[config.mk]
export PLATFORM = sky130hd
export DESIGN_NAME = cisb_exec
export DESIGN_NICKNAME = d
export VERILOG_FILES = /design/src/core/cisb_alu.v /design/src/core/cisb_exec.v
export VERILOG_INCLUDE_DIRS = /design/src /design/src/core
export SDC_FILE = /design/constraint.sdc
export NUM_CORES = 1
export LEC_CHECK = 0
export ABC_CLOCK_PERIOD_IN_PS = 2090
export BUFFER_PORTS_ARGS = -buffer_cell sky130_fd_sc_hd__buf_2
export CELL_PAD_IN_SITES_DETAIL_PLACEMENT = 1
export CELL_PAD_IN_SITES_GLOBAL_PLACEMENT = 1
export CORE_MARGIN = 10
export CORE_UTILIZATION = 30
export DETAILED_ROUTE_END_ITERATION = 7
export PLACE_DENSITY_LB_ADDON = 0.1
export SYNTH_ARGS = -nofsm -noshare
export SYNTH_HDL_FRONTEND = slang
export SYNTH_SLANG_ARGS = --single-unit
export TNS_END_PERCENT = 30
[constraint.sdc]
create_clock -name i_clk -period 2.09 [get_ports i_clk]
set_input_delay 0.3135 -clock i_clk [delete_from_list [all_inputs] [get_ports i_clk]]
set_output_delay 0.3135 -clock i_clk [all_outputs]
set_load 0.005 [all_outputs]
[src/core/cisb_map.vh]
// Constants for the increment / shift / branch execution slice.
// Assumes inclusion by bare name from the core and verif files.
`ifndef CISB_MAP_VH
`define CISB_MAP_VH

// ****************************************************************
// Operation select codes
// ****************************************************************
`define CISB_OP_W                  3
`define CISB_OP_INCREMENT_SKIP     3'h0
`define CISB_OP_JUMP               3'h1
`define CISB_OP_OR_LITERAL         3'h2
`define CISB_OP_INCREMENT          3'h3
`define CISB_OP_OR_REGISTER        3'h4
`define CISB_OP_LEFT_SHIFT         3'h5

// ****************************************************************
// Field widths and positions
// ****************************************************************
`define CISB_DATA_W                8
`define CISB_FILE_ADDR_W           7
`define CISB_LITERAL_W             11
`define CISB_PC_W                  15
`define CISB_PAGE_LATCH_W          7
`define CISB_JUMP_LIT_MSB          10
`define CISB_PAGE_SRC_MSB          6
`define CISB_PAGE_SRC_LSB          3
`define CISB_DEST_ACCUMULATOR      1'h0
`define CISB_DEST_FILE             1'h1

// ****************************************************************
// Reset values
// ****************************************************************
`define CISB_RESET_ACCUMULATOR     8'h00
`define CISB_RESET_ZERO            1'h0
`define CISB_RESET_CARRY           1'h0
`define CISB_RESET_PC              15'h0000

// ****************************************************************
// Timing counts in instruction cycles
// ****************************************************************
`define CISB_SINGLE_CYCLES         2'h1
`define CISB_DOUBLE_CYCLES         2'h2

`endif

[src/core/cisb_alu.v]
// Combinational data path of the execution slice.
// Assumes operands are stable within the issuing cycle.
`include "cisb_map.vh"
`default_nettype none

module cisb_alu (
  input  wire [`CISB_OP_W-1:0]       i_op,
  input  wire [`CISB_DATA_W-1:0]     i_accumulator,
  input  wire [`CISB_DATA_W-1:0]     i_file_data,
  input  wire [`CISB_DATA_W-1:0]     i_literal,
  output reg  [`CISB_DATA_W-1:0]     o_result,
  output wire                        o_result_zero,
  output reg                         o_carry_out
);

  // ****************************************************************
  // Zero detection shared by every flag-producing path
  // ****************************************************************
  function is_zero;
    input [`CISB_DATA_W-1:0] value;
    begin
      is_zero = (value == 8'h00);
    end
  endfunction

  assign o_result_zero = is_zero(o_result);

  // ****************************************************************
  // Result select
  // ****************************************************************
  always @* begin
    o_result    = 8'h00;
    o_carry_out = 1'h0;
    case (i_op)
      `CISB_OP_INCREMENT_SKIP: begin
        o_result = i_file_data + 8'h01;
      end
      `CISB_OP_INCREMENT: begin
        o_result = i_file_data + 8'h01;
      end
      `CISB_OP_OR_LITERAL: begin
        o_result = i_accumulator | i_literal;
      end
      `CISB_OP_OR_REGISTER: begin
        o_result = i_accumulator | i_file_data;
      end
      `CISB_OP_LEFT_SHIFT: begin
        o_carry_out = i_file_data[7];
        o_result    = {i_file_data[6:0], 1'h0};
      end
      default: begin
        o_result = 8'h00;
      end
    endcase
  end

endmodule
`default_nettype wire

[src/core/cisb_exec.v]
// Execution slice of the 8-bit core: increment, increment-skip, jump,
// inclusive OR with literal or file register, and logical left shift.
// Assumes decode presents one instruction per cycle with i_valid, and
// the register file returns the addressed byte in the same cycle.
`include "cisb_map.vh"
`default_nettype none

module cisb_exec (
  input  wire                            i_clk,
  input  wire                            i_reset_n,
  input  wire                            i_valid,
  input  wire [`CISB_OP_W-1:0]           i_op,
  input  wire [`CISB_FILE_ADDR_W-1:0]    i_file_addr,
  input  wire                            i_dest,
  input  wire [`CISB_LITERAL_W-1:0]      i_literal,
  input  wire [`CISB_DATA_W-1:0]         i_file_rdata,
  input  wire [`CISB_PAGE_LATCH_W-1:0]   i_page_latch,
  output reg                             o_ready_q,
  output reg  [`CISB_DATA_W-1:0]         o_accumulator_q,
  output reg                             o_zero_q,
  output reg                             o_carry_q,
  output reg                             o_file_we_q,
  output reg  [`CISB_FILE_ADDR_W-1:0]    o_file_waddr_q,
  output reg  [`CISB_DATA_W-1:0]         o_file_wdata_q,
  output reg                             o_pc_load_q,
  output reg  [`CISB_PC_W-1:0]           o_pc_target_q,
  output reg                             o_flush_q,
  output reg                             o_retire_q,
  output reg                             o_illegal_q
);

  // ****************************************************************
  // Sequencer states
  // ****************************************************************
  localparam [0:0] ST_RUN = 1'h0;
  localparam [0:0] ST_NOP = 1'h1;

  reg  [0:0]                   state_q;
  reg  [0:0]                   state_d;
  wire                         take;
  wire [`CISB_DATA_W-1:0]      alu_result;
  wire                         alu_zero;
  wire                         alu_carry;
  reg                          two_cycle;
  reg                          writes_file;
  reg                          writes_acc;
  reg                          sets_zero;
  reg                          sets_carry;
  reg                          legal;

  // Issue only while not burning the second cycle of a two-cycle op
  assign take = i_valid & o_ready_q;

  // ****************************************************************
  // Data path
  // ****************************************************************
  cisb_alu u_alu (
    .i_op          (i_op),
    .i_accumulator (o_accumulator_q),
    .i_file_data   (i_file_rdata),
    .i_literal     (i_literal[`CISB_DATA_W-1:0]),
    .o_result      (alu_result),
    .o_result_zero (alu_zero),
    .o_carry_out   (alu_carry)
  );

  // ****************************************************************
  // Per-operation decode
  // ****************************************************************
  always @* begin
    two_cycle   = 1'h0;
    writes_file = 1'h0;
    writes_acc  = 1'h0;
    sets_zero   = 1'h0;
    sets_carry  = 1'h0;
    legal       = 1'h1;
    case (i_op)
      `CISB_OP_INCREMENT_SKIP: begin
        two_cycle   = alu_zero;
        writes_file = (i_dest == `CISB_DEST_FILE);
        writes_acc  = (i_dest == `CISB_DEST_ACCUMULATOR);
      end
      `CISB_OP_JUMP: begin
        two_cycle = 1'h1;
      end
      `CISB_OP_OR_LITERAL: begin
        writes_acc = 1'h1;
        sets_zero  = 1'h1;
      end
      `CISB_OP_INCREMENT,
      `CISB_OP_OR_REGISTER: begin
        writes_file = (i_dest == `CISB_DEST_FILE);
        writes_acc  = (i_dest == `CISB_DEST_ACCUMULATOR);
        sets_zero   = 1'h1;
      end
      `CISB_OP_LEFT_SHIFT: begin
        writes_file = (i_dest == `CISB_DEST_FILE);
        writes_acc  = (i_dest == `CISB_DEST_ACCUMULATOR);
        sets_zero   = 1'h1;
        sets_carry  = 1'h1;
      end
      default: begin
        legal = 1'h0;
      end
    endcase
  end

  // ****************************************************************
  // Sequencer
  // ****************************************************************
  always @* begin
    state_d = state_q;
    case (state_q)
      ST_RUN: begin
        if (take && legal && two_cycle) begin
          state_d = ST_NOP;
        end
      end
      ST_NOP: begin
        state_d = ST_RUN;
      end
      default: begin
        state_d = ST_RUN;
      end
    endcase
  end

  always @(posedge i_clk) begin
    if (!i_reset_n) begin
      state_q   <= ST_RUN;
      o_ready_q <= 1'h0;
    end else begin
      state_q   <= state_d;
      // Ready drops for exactly the one no-operation cycle
      o_ready_q <= (state_d == ST_RUN);
    end
  end

  // ****************************************************************
  // Architectural state and write-back
  // ****************************************************************
  always @(posedge i_clk) begin
    if (!i_reset_n) begin
      o_accumulator_q <= `CISB_RESET_ACCUMULATOR;
      o_zero_q        <= `CISB_RESET_ZERO;
      o_carry_q       <= `CISB_RESET_CARRY;
      o_file_we_q     <= 1'h0;
      o_file_waddr_q  <= 7'h00;
      o_file_wdata_q  <= 8'h00;
      o_pc_load_q     <= 1'h0;
      o_pc_target_q   <= `CISB_RESET_PC;
      o_flush_q       <= 1'h0;
      o_retire_q      <= 1'h0;
      o_illegal_q     <= 1'h0;
    end else begin
      o_file_we_q <= take & legal & writes_file;
      o_pc_load_q <= take & (i_op == `CISB_OP_JUMP);
      // Fetch holds the prefetched word; flush turns it into a no-operation
      o_flush_q   <= take & legal & two_cycle;
      o_retire_q  <= take & legal;
      o_illegal_q <= take & ~legal;
      if (take && legal) begin
        o_file_waddr_q <= i_file_addr;
        o_file_wdata_q <= alu_result;
        if (writes_acc) begin
          o_accumulator_q <= alu_result;
        end
        if (sets_zero) begin
          o_zero_q <= alu_zero;
        end
        if (sets_carry) begin
          o_carry_q <= alu_carry;
        end
        if (i_op == `CISB_OP_JUMP) begin
          o_pc_target_q <= {i_page_latch[`CISB_PAGE_SRC_MSB:`CISB_PAGE_SRC_LSB],
                            i_literal[`CISB_JUMP_LIT_MSB:0]};
        end
      end
    end
  end

endmodule
`default_nettype wire

==> flow_summary.toml, run 1 <==
[outcome]
outcome = "complete, no violations"

[sta]
setup_viol = 0
hold_viol = 0
max_freq_mhz = 534
drv_slew = 0
maxSlewHeadroom_pct = 59.2
tns_ns = 0
tightest_slew_ns = 0.607
period_share_pct = 89.5
worst_slack_ns = 0.218
rsz0062_at_grt = "no"
post-route-min-period_ns = 1.87
final.setup_skew_ns = 0.0133
worst_hold_slack_ns = 0.245

[yosys]
yosysSeqAreaShare_pct = 41.8
synth-main-ff-cell = "dfxtp_1"
ys.warnings.count = 0
synthesis.nets = 314
synth_cell_types = 44
ys_async_sr_fraction_pct = 0
synth-seq-cells = 47
synth-edff-count = 0
netlist_instances = 273
synth_area_sq_mm = 0.00225
avgSynthCellArea_sq_um = 8.24

[power_and_ir_drop]
power_density_mw_per_mm2 = 687
irDropWorstVdd_mv = 0.323
p_int_mw = 1.58
leakagePower_nw = 1.52
p_total_mw = 2.14
switchingPower_uw = 563
p_comb_share_pct = 16.4
p_clk_share_pct = 39.7
power_switching_share_pct = 26.3
seq_power_share_pct = 43.8

[layout]
final_common_cell = "buf_2"
post-route-util_pct = 43.0
final_cell_area_sq_mm = 0.00312
final_cell_mix = "82 x buf_2, 67 x nand2_1, 47 x dfxtp_1"
final_cells = 481
n_antenna_cell = 0
layout.nets = 422
drive_gt1_share_pct = 34.6
synthToLayoutAreaGrowth_pct = 38.6

[global_route]
antenna_found_initial = 0
grt_use_total_pct = 14.0
grt_max_degree = 25
grt_pass1_vias = 2498
gr-total-overflow = 0
grt_pass1_wl_um = 12900

[min_path]
holdPathEnd = "o_file_waddr_q[0]$_SDFFE_PN0P_"
min_path_cells = 3
worstHoldPathType = "in -> reg"
worstHoldStart = "i_file_addr[0]"

[routing]
num_vias = 2334
dr.pass1.iters = 4
wirelength_um = 7850
ant_nets = 0
wl_per_cell_um = 16.3
drt_iter0_drc = 111
via_per_inst = 4.85
drc = 0

[worst_setup_path]
critPathKind = "in -> reg"
critPathMaxFanout = 11
r2r-end = "o_pc_target_q[3]$_SDFFE_PN0P_"
rrSetupSlack_ns = 0.30
rr_worst_depth = 6
required_ns = 2.31
worst_setup_path_start_kind = "primary input"
crit_path_end_kind = "flop"
worstPathArrival_ns = 2.09
r2r-start = "o_ready_q$_SDFF_PN0_"

[floorplan]
dieArea_sq_mm = 0.0114
rows = 31
die_w_um = 107
floorplan.initialDensity_pct = 31.0
io_pins = 86
fp.coreArea_sq_mm = 0.00725
fp.dieH_um = 107

[clocking]
cts_sinks = 47
clockBufferDepth = 2
cts_tree = "done"
ctsRootBufferMaster = "clkbuf_8"
clkTransAtPathRegs_ns = 0.11
postCtsSetupRepairBufs = 0
numCtsBuffers = 5
cts.htree.levels = 2
clk_latency_ns = 0.31

[placement]
dp.cells = 473
place_ws_ns = -0.105
gp_congestion = 0.816
portBuffers = 82
place_area_sq_mm = 0.00298
dpl.hpwl_um = 6190

[run]
drv_cap = 0
-- state kept, by name, summed over array words and instances (netlist names), 7 cells and up --
register	cells
o_file_wdata_q	8
o_pc_target_q	15
o_file_waddr_q	7
o_accumulator_q	8
-- cell families (layout without fill, tap and decap cells) --
group / count (synthesis) / after routing / synth area share, %
and+or+nand+nor: 117 / 117 / 23.4
AOI/OAI and AO/OA: 71 / 71 / 24.6
DFF: 47 / 47 / 41.8
buffers and inverters: 27 / 136 / 5.51
xor gates and xnor gates: 6 / 6 / 2.34
muxes: 4 / 4 / 1.78
adders and majority gates: 1 / 1 / 0.556
-- critical path, cell delays in order --
cell,delay [ns]
buf_2,0.19
xnor2_1,0.40
nor2_1,0.14
a222oi_1,0.40
nand4_1,0.19
buf_4,0.19
o31a_1,0.27
-- synth_stat cells, types with 5 or more instances --
master	number	area, sq um
o211a_1	11	110
nor2_1	14	52.6
inv_1	7	26.3
clkbuf_1	11	41.3
and2_1	6	37.5
a21boi_0	24	180
dfxtp_1	47	941
nand2_1	68	255
a21oi_1	7	35.0
nand3_1	6	30.0
buf_2	6	30.0
o21ai_0	8	40.0
nand3b_1	5	37.5
-- worst max-delay path by stage --
| stage | start | end | cells past startpoint | slack, ns |
|---|---|---|---|---|
| finish | i_op[1] | o_ready_q$_SDFF_PN0_ | 7 | 0.22 |
| global route | i_op[1] | o_ready_q$_SDFF_PN0_ | 7 | 0.05 |
| CTS | i_op[1] | o_ready_q$_SDFF_PN0_ | 7 | 0.22 |
| detailed placement | i_op[1] | o_ready_q$_SDFF_PN0_ | 7 | -0.11 |
| global placement | i_op[1] | o_ready_q$_SDFF_PN0_ | 7 | -0.06 |
| floorplan | i_op[1] | o_ready_q$_SDFF_PN0_ | 7 | 0.20 |
-- per-layer routing --
| metal | global-route usage (%) | part of all wire, % |
|---|---|---|
| met1 | 16.8 | 45 |
| met2 | 23.5 | 48 |
| met3 | 4.37 | 5.5 |
| met4 | 3.48 | 1.1 |
| met5 | 0 | 0 |
-- what timing repair did --
action | CTS | global route
gates resized for setup | 0 | 1
hold buffers | 0 | 0
hold endpoints to repair | 0 | 0
endpoints found under the setup margin | 0 | 4
-- final cells by class --
type | instances | area [sq um]
fillers | 924 | 4140
inverters | 8 | 30.0
repair buffers | 120 | 696
clock buffers | 5 | 68.8
clock inverters | 3 | 71.3
well taps | 99 | 124
multi-input cells | 199 | 1190
flip-flops and latches | 47 | 941
-- power groups by stage --
stage / Sequential [mW] / Clock, mW / Combinational (mW)
after global routing: 0.944 / 0.917 / 0.394
after CTS: 0.940 / 0.869 / 0.358
after detailed placement: 0.961 / 0 / 0.355
after floorplan: 0.961 / 0 / 0.165
final: 0.939 / 0.852 / 0.352
after global placement: 0.959 / 0 / 0.350
(Power assumes the default switching activity.)
==> inputs of run 2 (changes only) <==
--- a/config.mk
+++ b/config.mk
@@ -11,7 +11,7 @@
 export CELL_PAD_IN_SITES_DETAIL_PLACEMENT = 1
 export CELL_PAD_IN_SITES_GLOBAL_PLACEMENT = 1
 export CORE_MARGIN = 10
-export CORE_UTILIZATION = 30
+export CORE_UTILIZATION = 35
 export DETAILED_ROUTE_END_ITERATION = 7
 export PLACE_DENSITY_LB_ADDON = 0.1
 export SYNTH_ARGS = -nofsm -noshare
==> run 2 against run 1 <==
Against the previous run:
- worst setup slack improved by 0.071 ns
- global-route usage rose by 0.22 points
- die area is 12% lower
- critical endpoint unchanged
- largest cell class unchanged
==> flow_summary.toml, run 2 (synthesis results as in run 1) <==
[power_and_ir_drop]
p_int_mw = 1.30
p_comb_share_pct = 17.6
leakagePower_nw = 1.41
p_clk_share_pct = 30.4
seq_power_share_pct = 52.0
irDropWorstVdd_mv = 0.343
switchingPower_uw = 501
power_density_mw_per_mm2 = 619
power_switching_share_pct = 27.8

[placement]
dpl.hpwl_um = 5510
place_ws_ns = -0.00841
gp_congestion = 0.813
portBuffers = 82
place_area_sq_mm = 0.00282

[routing]
drc = 0
dr.pass1.iters = 4
via_per_inst = 5.06
ant_nets = 0
num_vias = 2236
wl_per_cell_um = 16.0
wirelength_um = 7070
drt_iter0_drc = 97

[worst_setup_path]
crit_path_end_kind = "flop"
critPathKind = "in -> reg"
worstPathArrival_ns = 2.00
required_ns = 2.29
critPathMaxFanout = 8
worst_setup_path_start_kind = "primary input"

[layout]
regMostFlops = "o_pc_target_q"
layout.nets = 405
largest_reg_flops = 15
largestRegisters = "o_pc_target_q: 15 flops, o_accumulator_q: 8 flops, o_file_wdata_q: 8 flops"
final_cell_mix = "82 x buf_2, 67 x nand2_1, 47 x dfxtp_1"
post-route-util_pct = 46.1
drive_gt1_share_pct = 31.5
final_cell_area_sq_mm = 0.00291
n_antenna_cell = 0
final_common_cell = "buf_2"
synthToLayoutAreaGrowth_pct = 29.5

[floorplan]
die_w_um = 100
fp.dieH_um = 100
fp.coreArea_sq_mm = 0.00631
dieArea_sq_mm = 0.0100
floorplan.initialDensity_pct = 35.6
io_pins = 86
rows = 29

[outcome]
outcome = "complete, no violations"

[clocking]
cts_tree = "done"
postCtsSetupRepairBufs = 0
cts.htree.levels = 2
clk_latency_ns = 0.30
clockBufferDepth = 2
clkTransAtPathRegs_ns = 0.09
numCtsBuffers = 5
ctsRootBufferMaster = "clkbuf_8"
cts_sinks = 47

[sta]
drv_slew = 0
final.setup_skew_ns = 0.00467
worst_hold_slack_ns = 0.250
period_share_pct = 86.1
hold_viol = 0
maxSlewHeadroom_pct = 69.1
setup_viol = 0
rsz0062_at_grt = "no"
max_freq_mhz = 555
post-route-min-period_ns = 1.80
tns_ns = 0
tightest_slew_ns = 0.463
worst_slack_ns = 0.289

[global_route]
antenna_found_initial = 0
grt_max_degree = 30
grt_pass1_wl_um = 11800
grt_use_total_pct = 14.2
grt_pass1_vias = 2279
gr-total-overflow = 0

[min_path]
worstHoldPathType = "in -> reg"

[run]
drv_cap = 0
-- run 2: changes by cell type in the layout (fill, tap and decap cells not counted) --
cell / previous run / this run
nor3_2: 0 / 1
nor3_1: 4 / 3
clkbuf_1: 0 / 1
clkinvlp_4: 0 / 1
clkinv_2: 0 / 1
bufinv_16: 2 / 0
inv_8: 1 / 0
buf_4: 38 / 21
-- run 2: final cells by class --
type / count / area [sq um]
multi-input cells: 199 / 1190
repair buffers: 103 / 568
fillers: 808 / 3400
well taps: 77 / 96.3
clock inverters: 2 / 12.5
flip-flops and latches: 47 / 941
inverters: 8 / 30.0
clock buffers: 6 / 72.6
-- run 2: what timing repair did --
| action | in CTS | in global routing |
|---|---|---|
| resized for setup | 0 | 2 |
| hold buffers | 0 | 0 |
| setup endpoints to repair | 0 | 15 |
-- run 2: metrics by stage --
stage / total power, mW / cells
after detailed placement: 1.28 / 434
after CTS: 1.85 / 442
after floorplan: 1.13 / 273
final: 1.80 / 442
after global placement: 1.28 / 434
after global routing: 1.92 / 442
-- run 2: path summary, 6_finish.rpt --
| kind | end | slack (ns) | startpoint | cells past startpoint |
|---|---|---|---|---|
| max | o_ready_q$_SDFF_PN0_ | 0.29 | i_file_rdata[0] | 8 |
| min reg2reg | state_q$_SDFF_PN0_ | 0.42 | state_q$_SDFF_PN0_ | 1 |
| min | o_pc_target_q[8]$_SDFFE_PN0P_ | 0.25 | i_literal[8] | 3 |
| max reg2reg | o_ready_q$_SDFF_PN0_ | 0.34 | o_accumulator_q[2]$_SDFFE_PN0P_ | 6 |
-- run 2: layer usage --
layer	track usage, %	routed length, um	share of wire (%)	vias up
met5	0	0	0	-
met4	4.46	72	1.0	0
met3	4.95	497	7.0	9
met2	22.4	3250	46	57
met1	17.6	3240	46	1044
li1	-	-	-	1126
-- run 2: power groups by stage --
stage	clock (mW)	sequential (mW)	combinational [mW]
floorplan	0	0.961	0.165
global placement	0	0.959	0.316
detailed placement	0	0.960	0.319
CTS	0.585	0.939	0.322
global route	0.617	0.943	0.359
finish	0.548	0.938	0.318
-- run 2: worst max-delay path: stages --
cell and delay [ns]:
buf_2 0.15, ha_1 0.24, xnor2_1 0.18, a211oi_1 0.10, o31a_1 0.31, nor2b_1 0.15
nand4_1 0.22, o31a_1 0.34
